$ cat src/common/eepw_defines.vh
// Purpose: constants for the page-write EEPROM host controller
// Assumes: ref_clk at 40 MHz (25 ns period)
// Notes: times in their own unit, cycle counts derived from them
`ifndef EEPW_DEFINES_VH
`define EEPW_DEFINES_VH

`define EEPW_CLK_PS 25000
// Strobe low width, well above the 20 ns glitch filter (ns)
`define EEPW_STROBE_NS 350
`define EEPW_STROBE_CYC ((`EEPW_STROBE_NS * 1000 + `EEPW_CLK_PS - 1) / `EEPW_CLK_PS)
// Least byte load spacing, slowest grade (ns)
`define EEPW_BLOAD_MIN_NS 950
`define EEPW_BLOAD_MIN_CYC ((`EEPW_BLOAD_MIN_NS * 1000 + `EEPW_CLK_PS - 1) / `EEPW_CLK_PS)
// Longest byte load spacing (us)
`define EEPW_BLOAD_MAX_US 30
`define EEPW_BLOAD_MAX_CYC ((`EEPW_BLOAD_MAX_US * 1000000) / `EEPW_CLK_PS)
// Write start delay before polling, slowest grade (ns)
`define EEPW_RESTART_NS 250
`define EEPW_RESTART_CYC ((`EEPW_RESTART_NS * 1000 + `EEPW_CLK_PS - 1) / `EEPW_CLK_PS)
// Lock release to first write, slowest grade (us)
`define EEPW_UNLOCK_US 200
`define EEPW_UNLOCK_CYC ((`EEPW_UNLOCK_US * 1000000 + `EEPW_CLK_PS - 1) / `EEPW_CLK_PS)
// Program cycle time (ms)
`define EEPW_PROG_MS 10
// Period converted to ns first, so the product stays inside 32 bits
`define EEPW_PROG_CYC (`EEPW_PROG_MS * 1000000 / (`EEPW_CLK_PS / 1000))

// Command addresses and data
`define EEPW_CMD_A1 17'h05555
`define EEPW_CMD_A2 17'h02aaa
`define EEPW_CMD_D1 8'haa
`define EEPW_CMD_D2 8'h55
`define EEPW_CMD_PROT 8'ha0
`define EEPW_CMD_CAN1 8'h80
`define EEPW_CMD_CAN2 8'h20

// Operation codes
`define EEPW_OP_WRITE 2'h0
`define EEPW_OP_READ 2'h1
`define EEPW_OP_UNPROT 2'h2

`define EEPW_PAGE_BYTES 8'h80
`endif

$ cat src/design/eepw_host.v
// Purpose: host controller driving a byte-wide page-write EEPROM
// Assumes: ref_clk 40 MHz; one operation at a time on the req port
// Notes: write completion by busy pin or top-bit polling, else timeout
// Contract
// RULE_01: a page write carries 1 to 128 bytes sharing upper address bits.
// RULE_02: host loads each next byte within 30 us of the previous.
// RULE_03: strobes idle high 100 us after last byte starts programming.
// RULE_04: device changes only loaded bytes of the page.
// RULE_05: address captured on later falling edge of strobes.
// RULE_06: data captured on earlier rising edge of strobes.
// RULE_07: during programming top data bit reads inverted.
// RULE_08: busy pin floats outside writes, low after first strobe.
// RULE_09: busy pin released when programming ends.
// RULE_10: lock low blocks reads and programming.
// RULE_11: lock low during programming aborts it.
// RULE_12: host holds lock high 10 ms after last byte.
// RULE_13: host holds lock low while power ramps.
// RULE_14: strobe pulses of 20 ns or less are ignored.
// RULE_15: protected writes preceded by AA/5555, 55/2AAA, A0/5555.
// RULE_16: six-write sequence with 80 and 20 cancels protection.
// RULE_17: cancel sequence writes are not stored.
// RULE_18: program finishes within 10 ms; wait that long without status.
// RULE_19: with polling or busy, next access after write start delay.
// RULE_20: byte loads spaced 0.95 us least, 30 us most.
// RULE_21: wait 200 us after raising lock before writing.
// RULE_22: chip enable, output enable, write enable decode bus mode.
// RULE_23: a mismatched write abandons a partial command sequence.
`timescale 1ns/1ps
`include "eepw_defines.vh"
module eepw_host #(
	parameter PROG_CYC = `EEPW_PROG_CYC,
	parameter UNLOCK_CYC = `EEPW_UNLOCK_CYC
) (
	// Clock and reset
	input wire ref_clk,
	input wire rst_b,
	// User request
	input wire req_valid,
	output reg req_ready,
	input wire [1:0] req_op,
	input wire req_protect,
	input wire [16:0] req_addr,
	input wire [7:0] req_len_m1,
	// Write data supply, one byte per take
	input wire [7:0] wr_data,
	output reg wr_take,
	// Read answer, completion pulse and write timeout
	output reg rd_valid,
	output reg [7:0] rd_data,
	output reg done,
	output reg timeout,
	// Memory pins
	output reg [16:0] mem_addr,
	output reg chip_en_n,
	output reg out_en_n,
	output reg write_en_n,
	output reg [7:0] dq_out,
	output reg dq_oe,
	input wire [7:0] dq_in,
	input wire ready_busy_n,
	output reg hardware_lock_n
);
	localparam S_LOCK = 4'h0, S_IDLE = 4'h1, S_CMD = 4'h2, S_DAT = 4'h3;
	localparam S_LOW = 4'h4, S_GAP = 4'h5, S_WAIT = 4'h6, S_POLL = 4'h7;
	localparam S_RLOW = 4'h8, S_RGAP = 4'h9, S_DONE = 4'ha;

	wire [7:0] dq_s;
	wire busy_s;
	reg [3:0] state;
	reg [3:0] after_low;
	reg [31:0] cnt;
	reg [31:0] wcnt;
	reg [2:0] cidx;
	reg [2:0] clen;
	reg [7:0] left;
	reg [6:0] col;
	reg [16:0] base;
	reg [7:0] last_byte;
	reg polling;

	// Pins come from outside the clock domain
	eepw_sync #(.W(9)) u_sync (
		.ref_clk(ref_clk),
		.rst_b(rst_b),
		.din({ready_busy_n, dq_in}),
		.dout({busy_s, dq_s})
	);

	// Command step table: address and data per index
	function [24:0] cmd_word;
		input [2:0] i;
		input cancel;
		begin
			case (i)
			3'h0, 3'h3: cmd_word = {`EEPW_CMD_A1, `EEPW_CMD_D1};
			3'h1, 3'h4: cmd_word = {`EEPW_CMD_A2, `EEPW_CMD_D2};
			3'h2: cmd_word = {`EEPW_CMD_A1,
				cancel ? `EEPW_CMD_CAN1 : `EEPW_CMD_PROT};
			default: cmd_word = {`EEPW_CMD_A1, `EEPW_CMD_CAN2};
			endcase
		end
	endfunction

	// Main sequencer
	always @(posedge ref_clk) begin
		if (!rst_b) begin
			state <= S_LOCK;
			after_low <= S_IDLE;
			cnt <= 32'h0;
			wcnt <= 32'h0;
			cidx <= 3'h0;
			clen <= 3'h0;
			left <= 8'h0;
			col <= 7'h0;
			base <= 17'h0;
			last_byte <= 8'h0;
			polling <= 1'b0;
			req_ready <= 1'b0;
			wr_take <= 1'b0;
			rd_valid <= 1'b0;
			rd_data <= 8'h0;
			done <= 1'b0;
			timeout <= 1'b0;
			mem_addr <= 17'h0;
			chip_en_n <= 1'b1;
			out_en_n <= 1'b1;
			write_en_n <= 1'b1;
			dq_out <= 8'h0;
			dq_oe <= 1'b0;
			hardware_lock_n <= 1'b0; // Held low through reset [RULE_13]
		end else begin
			wr_take <= 1'b0;
			rd_valid <= 1'b0;
			done <= 1'b0;
			timeout <= 1'b0;
			case (state)
			// Lock released, then settle before any write
			S_LOCK: begin
				hardware_lock_n <= 1'b1; // [RULE_10]
				cnt <= cnt + 32'h1;
				if (cnt >= UNLOCK_CYC) begin // [RULE_21]
					state <= S_IDLE;
					req_ready <= 1'b1;
				end
			end
			S_IDLE: begin
				cnt <= 32'h0;
				// Fresh wait count; a cancel never passes the data path
				wcnt <= 32'h0;
				polling <= 1'b0;
				if (req_valid) begin
					req_ready <= 1'b0;
					base <= req_addr;
					// Page limited to one 128-byte page [RULE_01]
					col <= req_addr[6:0];
					left <= (req_len_m1 > 8'h7f - {1'b0, req_addr[6:0]}) ?
						8'h7f - {1'b0, req_addr[6:0]} : req_len_m1;
					cidx <= 3'h0;
					if (req_op == `EEPW_OP_READ) begin
						state <= S_RLOW;
						mem_addr <= req_addr;
						chip_en_n <= 1'b0; // Read decode [RULE_22]
						out_en_n <= 1'b0;
					end else begin
						// Protect uses 3 commands, cancel 6 [RULE_15] [RULE_16]
						clen <= (req_op == `EEPW_OP_UNPROT) ? 3'h6 :
							(req_protect ? 3'h3 : 3'h0);
						state <= S_CMD;
					end
				end
			end
			// Issue next command word, or move to data, or to the wait after a cancel
			S_CMD: begin
				if (cidx == clen) begin
					state <= (clen == 3'h6) ? S_WAIT : S_DAT;
				end else begin
					{mem_addr, dq_out} <= cmd_word(cidx, clen == 3'h6);
					cidx <= cidx + 3'h1;
					dq_oe <= 1'b1;
					chip_en_n <= 1'b0; // Later falling edge latches address [RULE_05]
					write_en_n <= 1'b0; // Write decode with out_en_n high [RULE_22]
					after_low <= S_CMD;
					cnt <= 32'h0;
					state <= S_LOW;
				end
			end
			// Load next page byte
			S_DAT: begin
				mem_addr <= {base[16:7], col};
				dq_out <= wr_data;
				last_byte <= wr_data;
				wr_take <= 1'b1;
				dq_oe <= 1'b1;
				chip_en_n <= 1'b0;
				write_en_n <= 1'b0;
				after_low <= S_DAT;
				cnt <= 32'h0;
				state <= S_LOW;
			end
			// Strobe low long enough to pass the noise filter [RULE_14]
			S_LOW: begin
				cnt <= cnt + 32'h1;
				if (cnt + 32'h1 >= `EEPW_STROBE_CYC) begin
					write_en_n <= 1'b1; // Earlier rising edge latches data [RULE_06]
					chip_en_n <= 1'b1;
					cnt <= 32'h0;
					state <= S_GAP;
				end
			end
			// Spacing between loads; well inside the 30 us window
			S_GAP: begin
				dq_oe <= 1'b0;
				cnt <= cnt + 32'h1;
				if (cnt + 32'h1 + `EEPW_STROBE_CYC >= `EEPW_BLOAD_MIN_CYC) begin
					cnt <= 32'h0; // [RULE_20] [RULE_02]
					if (after_low == S_CMD)
						state <= S_CMD;
					else if (left == 8'h0) begin
						// Strobes idle now start programming [RULE_03]
						wcnt <= 32'h0;
						polling <= 1'b0;
						state <= S_WAIT;
					end else begin
						left <= left - 8'h1;
						col <= col + 7'h1;
						state <= S_DAT;
					end
				end
			end
			// Wait for programming; lock stays high meanwhile [RULE_12]
			S_WAIT: begin
				wcnt <= wcnt + 32'h1;
				if (wcnt >= PROG_CYC) begin
					// Device bound to finish by now [RULE_18]
					timeout <= !busy_s || polling;
					state <= S_DONE;
				end else if (clen == 3'h6) begin
					// Cancel writes store nothing; just let it settle [RULE_17]
					if (wcnt >= `EEPW_RESTART_CYC)
						state <= S_DONE;
				end else if (wcnt >= `EEPW_RESTART_CYC && busy_s
					&& !polling) begin
					// Busy high again: released [RULE_09] [RULE_19]
					state <= S_DONE;
				end else if (wcnt >= `EEPW_RESTART_CYC && !polling) begin
					polling <= 1'b1;
					chip_en_n <= 1'b0;
					out_en_n <= 1'b0;
					mem_addr <= {base[16:7], col};
					cnt <= 32'h0;
					state <= S_POLL;
				end
			end
			// Poll top data bit until it reads true [RULE_07] [RULE_08]
			S_POLL: begin
				wcnt <= wcnt + 32'h1;
				cnt <= cnt + 32'h1;
				if (cnt >= 32'h4) begin
					cnt <= 32'h0;
					if (dq_s[7] == last_byte[7] || wcnt >= PROG_CYC) begin
						timeout <= dq_s[7] != last_byte[7];
						chip_en_n <= 1'b1;
						out_en_n <= 1'b1;
						state <= S_DONE;
					end
				end
			end
			// Read: hold enables for synchroniser latency plus access
			S_RLOW: begin
				cnt <= cnt + 32'h1;
				if (cnt + 32'h1 >= `EEPW_STROBE_CYC) begin
					rd_data <= dq_s;
					rd_valid <= 1'b1;
					chip_en_n <= 1'b1;
					out_en_n <= 1'b1;
					state <= S_RGAP;
				end
			end
			S_RGAP: begin
				state <= S_DONE;
			end
			S_DONE: begin
				chip_en_n <= 1'b1;
				out_en_n <= 1'b1;
				done <= 1'b1;
				req_ready <= 1'b1;
				state <= S_IDLE;
			end
			default: begin
				state <= S_IDLE;
				req_ready <= 1'b1;
			end
			endcase
		end
	end
endmodule // eepw_host

$ cat src/design/eepw_sync.v
// Purpose: two-flop synchroniser for an asynchronous pin
// Assumes: single clock ref_clk
// Notes: first stage is read only by the second
`timescale 1ns/1ps
module eepw_sync #(
	parameter W = 1
) (
	// Clock and reset
	input wire ref_clk,
	input wire rst_b,
	// Data
	input wire [W-1:0] din,
	output reg [W-1:0] dout
);
	reg [W-1:0] meta;

	// Two stages, reset to idle high
	always @(posedge ref_clk) begin
		if (!rst_b) begin
			meta <= {W{1'b1}};
			dout <= {W{1'b1}};
		end else begin
			meta <= din;
			dout <= meta;
		end
	end
endmodule // eepw_sync

$ cat config.mk
export PLATFORM = sky130hd
export DESIGN_NAME = eepw_host
export DESIGN_NICKNAME = d
export VERILOG_FILES = /design/src/design/eepw_host.v /design/src/design/eepw_sync.v
export VERILOG_INCLUDE_DIRS = /design/src /design/src/common
export SDC_FILE = /design/constraint.sdc
export NUM_CORES = 1
export LEC_CHECK = 0
export BUFFER_PORTS_ARGS = -buffer_cell sky130_fd_sc_hd__clkbuf_2
export CORE_AREA = 2 2 133 135
export DETAILED_ROUTE_END_ITERATION = 8
export DIE_AREA = 0 0 135 137
export GPL_TIMING_DRIVEN = 0
export PLACE_DENSITY = 0.8
export SLEW_MARGIN = 20
export SYNTH_ARGS = -nofsm -noshare
export SYNTH_HDL_FRONTEND = slang
export SYNTH_SLANG_ARGS = --single-unit
$ cat constraint.sdc
create_clock -name ref_clk -period 5 [get_ports ref_clk]
set_clock_uncertainty 0.2 [all_clocks]
set_input_delay 0.5 -clock ref_clk [delete_from_list [all_inputs] [get_ports ref_clk]]
set_output_delay 0.5 -clock ref_clk [all_outputs]
set_load 0.005 [all_outputs]
==> flow_summary.json <==
{
  "arrival_ns": 5.09,
  "ir_worst_vdd_uv": 358,
  "clock-sinks": 164,
  "clk_pin_slew_ns": 0.07,
  "clockPowerShare_pct": 30.6,
  "die_area_um2": 18500,
  "design_area_um2": 11700,
  "routed_wl_mm": 32.9,
  "first_global_vias": 10100,
  "switching_power_mw": 1.70,
  "grt_max_degree": 19,
  "die_x_um": 135,
  "clock_path_buffers": 2,
  "switching_share_pct": 39.7,
  "synth_flop_cell": "dfxtp_1",
  "cts_tree": "yes",
  "placed_cell_area_um2": 10900,
  "outcome": "completed",
  "fin_crit_sh_pct": 98.8,
  "grt_first_pass_wirelength_mm": 52.2,
  "chipHeight_um": 137,
  "drc": 0,
  "drtIter0Drc": 1359,
  "hpwl_mm": 23.9,
  "cp_slowest_cell": "nor3b_1",
  "cpPeakStageDelay_ns": 0.85,
  "setup_viol": 0,
  "slew_violations": 0,
  "port_buffers": 89,
  "p_int_mw": 2.58,
  "globalRoute.totalOverflow": 0,
  "hold_ws_ns": 0.0341,
  "maxCapViolations": 0,
  "power_mw": 4.28,
  "seqPwrFrac_pct": 35.9,
  "synth_seq_cells": 164,
  "async_flop_share_pct": 0,
  "combPwrFrac_pct": 33.4,
  "drive_gt1_share_pct": 14.3,
  "gp_congestion": 0.985,
  "syn_to_final_growth_pct": 15.1,
  "diodes": 0,
  "worstSkewPairLatency_ns": 0.44,
  "grt.total_usage_pct": 35.5,
  "cellLeakagePower_nw": 4.23,
  "ant_nets": 0,
  "critPathLaunchType": "register",
  "slew-limit-headroom_pct": 30.4,
  "yosysSeqAreaShare_pct": 32.3,
  "syn_area_um2": 10200,
  "wl_per_cell_um": 19.4,
  "antenna_found_initial": 0,
  "cts_root_buffer": "clkbuf_16",
  "placementRows": 48,
  "synth_top_area_share_pct": 32.3,
  "period_minus_slack_ns": 4.94,
  "synth.largest_area_cell": "dfxtp_1",
  "postSynthCellCount": 1338,
  "tns_ns": 0,
  "nFillCells": 1499,
  "start_util_pct": 59.7,
  "yosys_warnings": 0,
  "ios": 91,
  "timing.fmax_mhz": 203,
  "synth_most_common_cell": "dfxtp_1",
  "synth_edf_count": 0,
  "synth_common_cells": "dfxtp_1, nand2_1, nor2_1",
  "core_um2": 17100,
  "syn_avg_cell_area_um2": 7.61,
  "synth_cell_types": 81,
  "vias": 11200,
  "numCtsBuffers": 17,
  "synthesis.nets": 1406,
  "hold_class": "in2reg",
  "fin_nets": 1522,
  "cp_data_required_time_ns": 5.15,
  "critPathKind": "reg2reg",
  "tightest_slew_ns": 1.04,
  "crit_fanout": 10,
  "hold_viol": 0,
  "rsz0062_at_grt": "no",
  "htree_levels": 4,
  "viasPerCell": 6.62,
  "worstPathCellList": "clkbuf_1 -> nor3b_1 -> nand2_1 -> a2111oi_0 -> o2111ai_1 -> a211o_1 -> nor3_4 -> buf_4 -> buf_4 -> buf_2 -> nor3_1 -> nor3_1",
  "firstDrtPassIters": 6,
  "power_density_nw_per_um2": 366,
  "end_kind": "register",
  "synth_area_leaders": "dfxtp_1, nand2_1, a21oi_1, nor2_1, clkbuf_1"
}
[routing by layer]
metal	part of all wire, %	GRT usage (%)
met1	43	49.0
met2	44	54.5
met3	10	8.26
met4	2.6	12.1
met5	0	0
[path summary, 6_finish.rpt]
kind                        from        endpoint  slack [ns]  depth (start not counted)
setup reg to reg        state[1]        state[0]        0.06                         12
hold / removal          dq_in[0]  u_sync.meta[0]        0.03                          2
setup / recovery        state[1]        state[0]        0.06                         12
hold reg to reg   u_sync.meta[8]  u_sync.dout[8]        0.21                          1
[cells in the final DEF (no fill, tap or decap), types with 19 or more instances in the layout]
cell type / netlist / layout
o21ai_0: 64 / 61
nor3_1: 54 / 53
o31ai_1: 28 / 28
clkbuf_1: 89 / 76
nand4_1: 30 / 30
nand2b_1: 25 / 25
or4_1: 24 / 23
o211ai_1: 26 / 26
a211oi_1: 27 / 27
nand3_1: 50 / 50
dfxtp_1: 164 / 161
inv_1: 33 / 33
clkbuf_2: 0 / 96
ha_1: 20 / 19
and2_1: 22 / 22
a21oi_1: 90 / 90
nor2_1: 108 / 107
buf_4: 5 / 19
nor4_1: 33 / 29
nand2_1: 150 / 149
xnor2_1: 22 / 22
[cell type report]
cell class,instances,area (µm²),share of cell area (%)
flip-flops and latches,164,3290,28.1
well taps,225,282,2.40
repair buffers,102,543,4.63
inverters,33,124,1.06
clock buffers,18,429,3.66
clock inverters,14,158,1.35
plain buffers,104,455,3.89
multi-input cells,1032,6440,54.9
[kinds of logic after synthesis]
logic type                 share of synthesized area, %
and+or+nand+nor                                    30.4
AOI/OAI and AO/OA                                  24.5
DFF                                                32.3
buffers and inverters                              5.63
xor gates and xnor gates                           2.84
adders and majority gates                          2.56
muxes                                              1.79
[worst max-delay path, delay by kind of cell, from the launching register on]
| family | cells | cell delay [ns] |
|---|---|---|
| buf+inv | 4 | 0.90 |
| compound gates | 3 | 1.51 |
| flops | 1 | 0.30 |
| simple gates | 5 | 1.94 |
[metrics by stage]
step                instances  utilization, %  setup WS, ns
global placement         1652            63.9        -0.931
finish                   1692            68.7        0.0623
global route             1692            68.7       0.00987
CTS                      1684            67.8        0.0134
detailed placement       1652            64.0        -0.948
floorplan                1338               -         0.542
[sequential cells by signal (all words and copies together) (netlist names), 2 cells and up]
register,count
cnt,32
wcnt,32
mem_addr,17
base,10
u_sync.dout,9
u_sync.meta,9
dq_out,8
left,8
rd_data,8
col,7
state,4
cidx,3
clen,3
after_low,2
[power by group through the flow]
| stage | clock, mW | combinational (mW) | sequential, mW |
|---|---|---|---|
| after floorplan | 0 | 0.882 | 1.54 |
| after global placement | 0 | 1.32 | 1.56 |
| after detailed placement | 0 | 1.33 | 1.56 |
| after CTS | 1.32 | 1.36 | 1.53 |
| after global routing | 1.37 | 1.56 | 1.55 |
| final | 1.31 | 1.43 | 1.54 |
[timing repair]
action / in CTS / in global routing
buffers inserted: 3 / 10
gates resized for setup: 16 / 33
pin swaps: 2 / 6
endpoints found under the setup margin: 95 / 92
hold buffers: 0 / 0
Power figures use the tool's default switching activity.
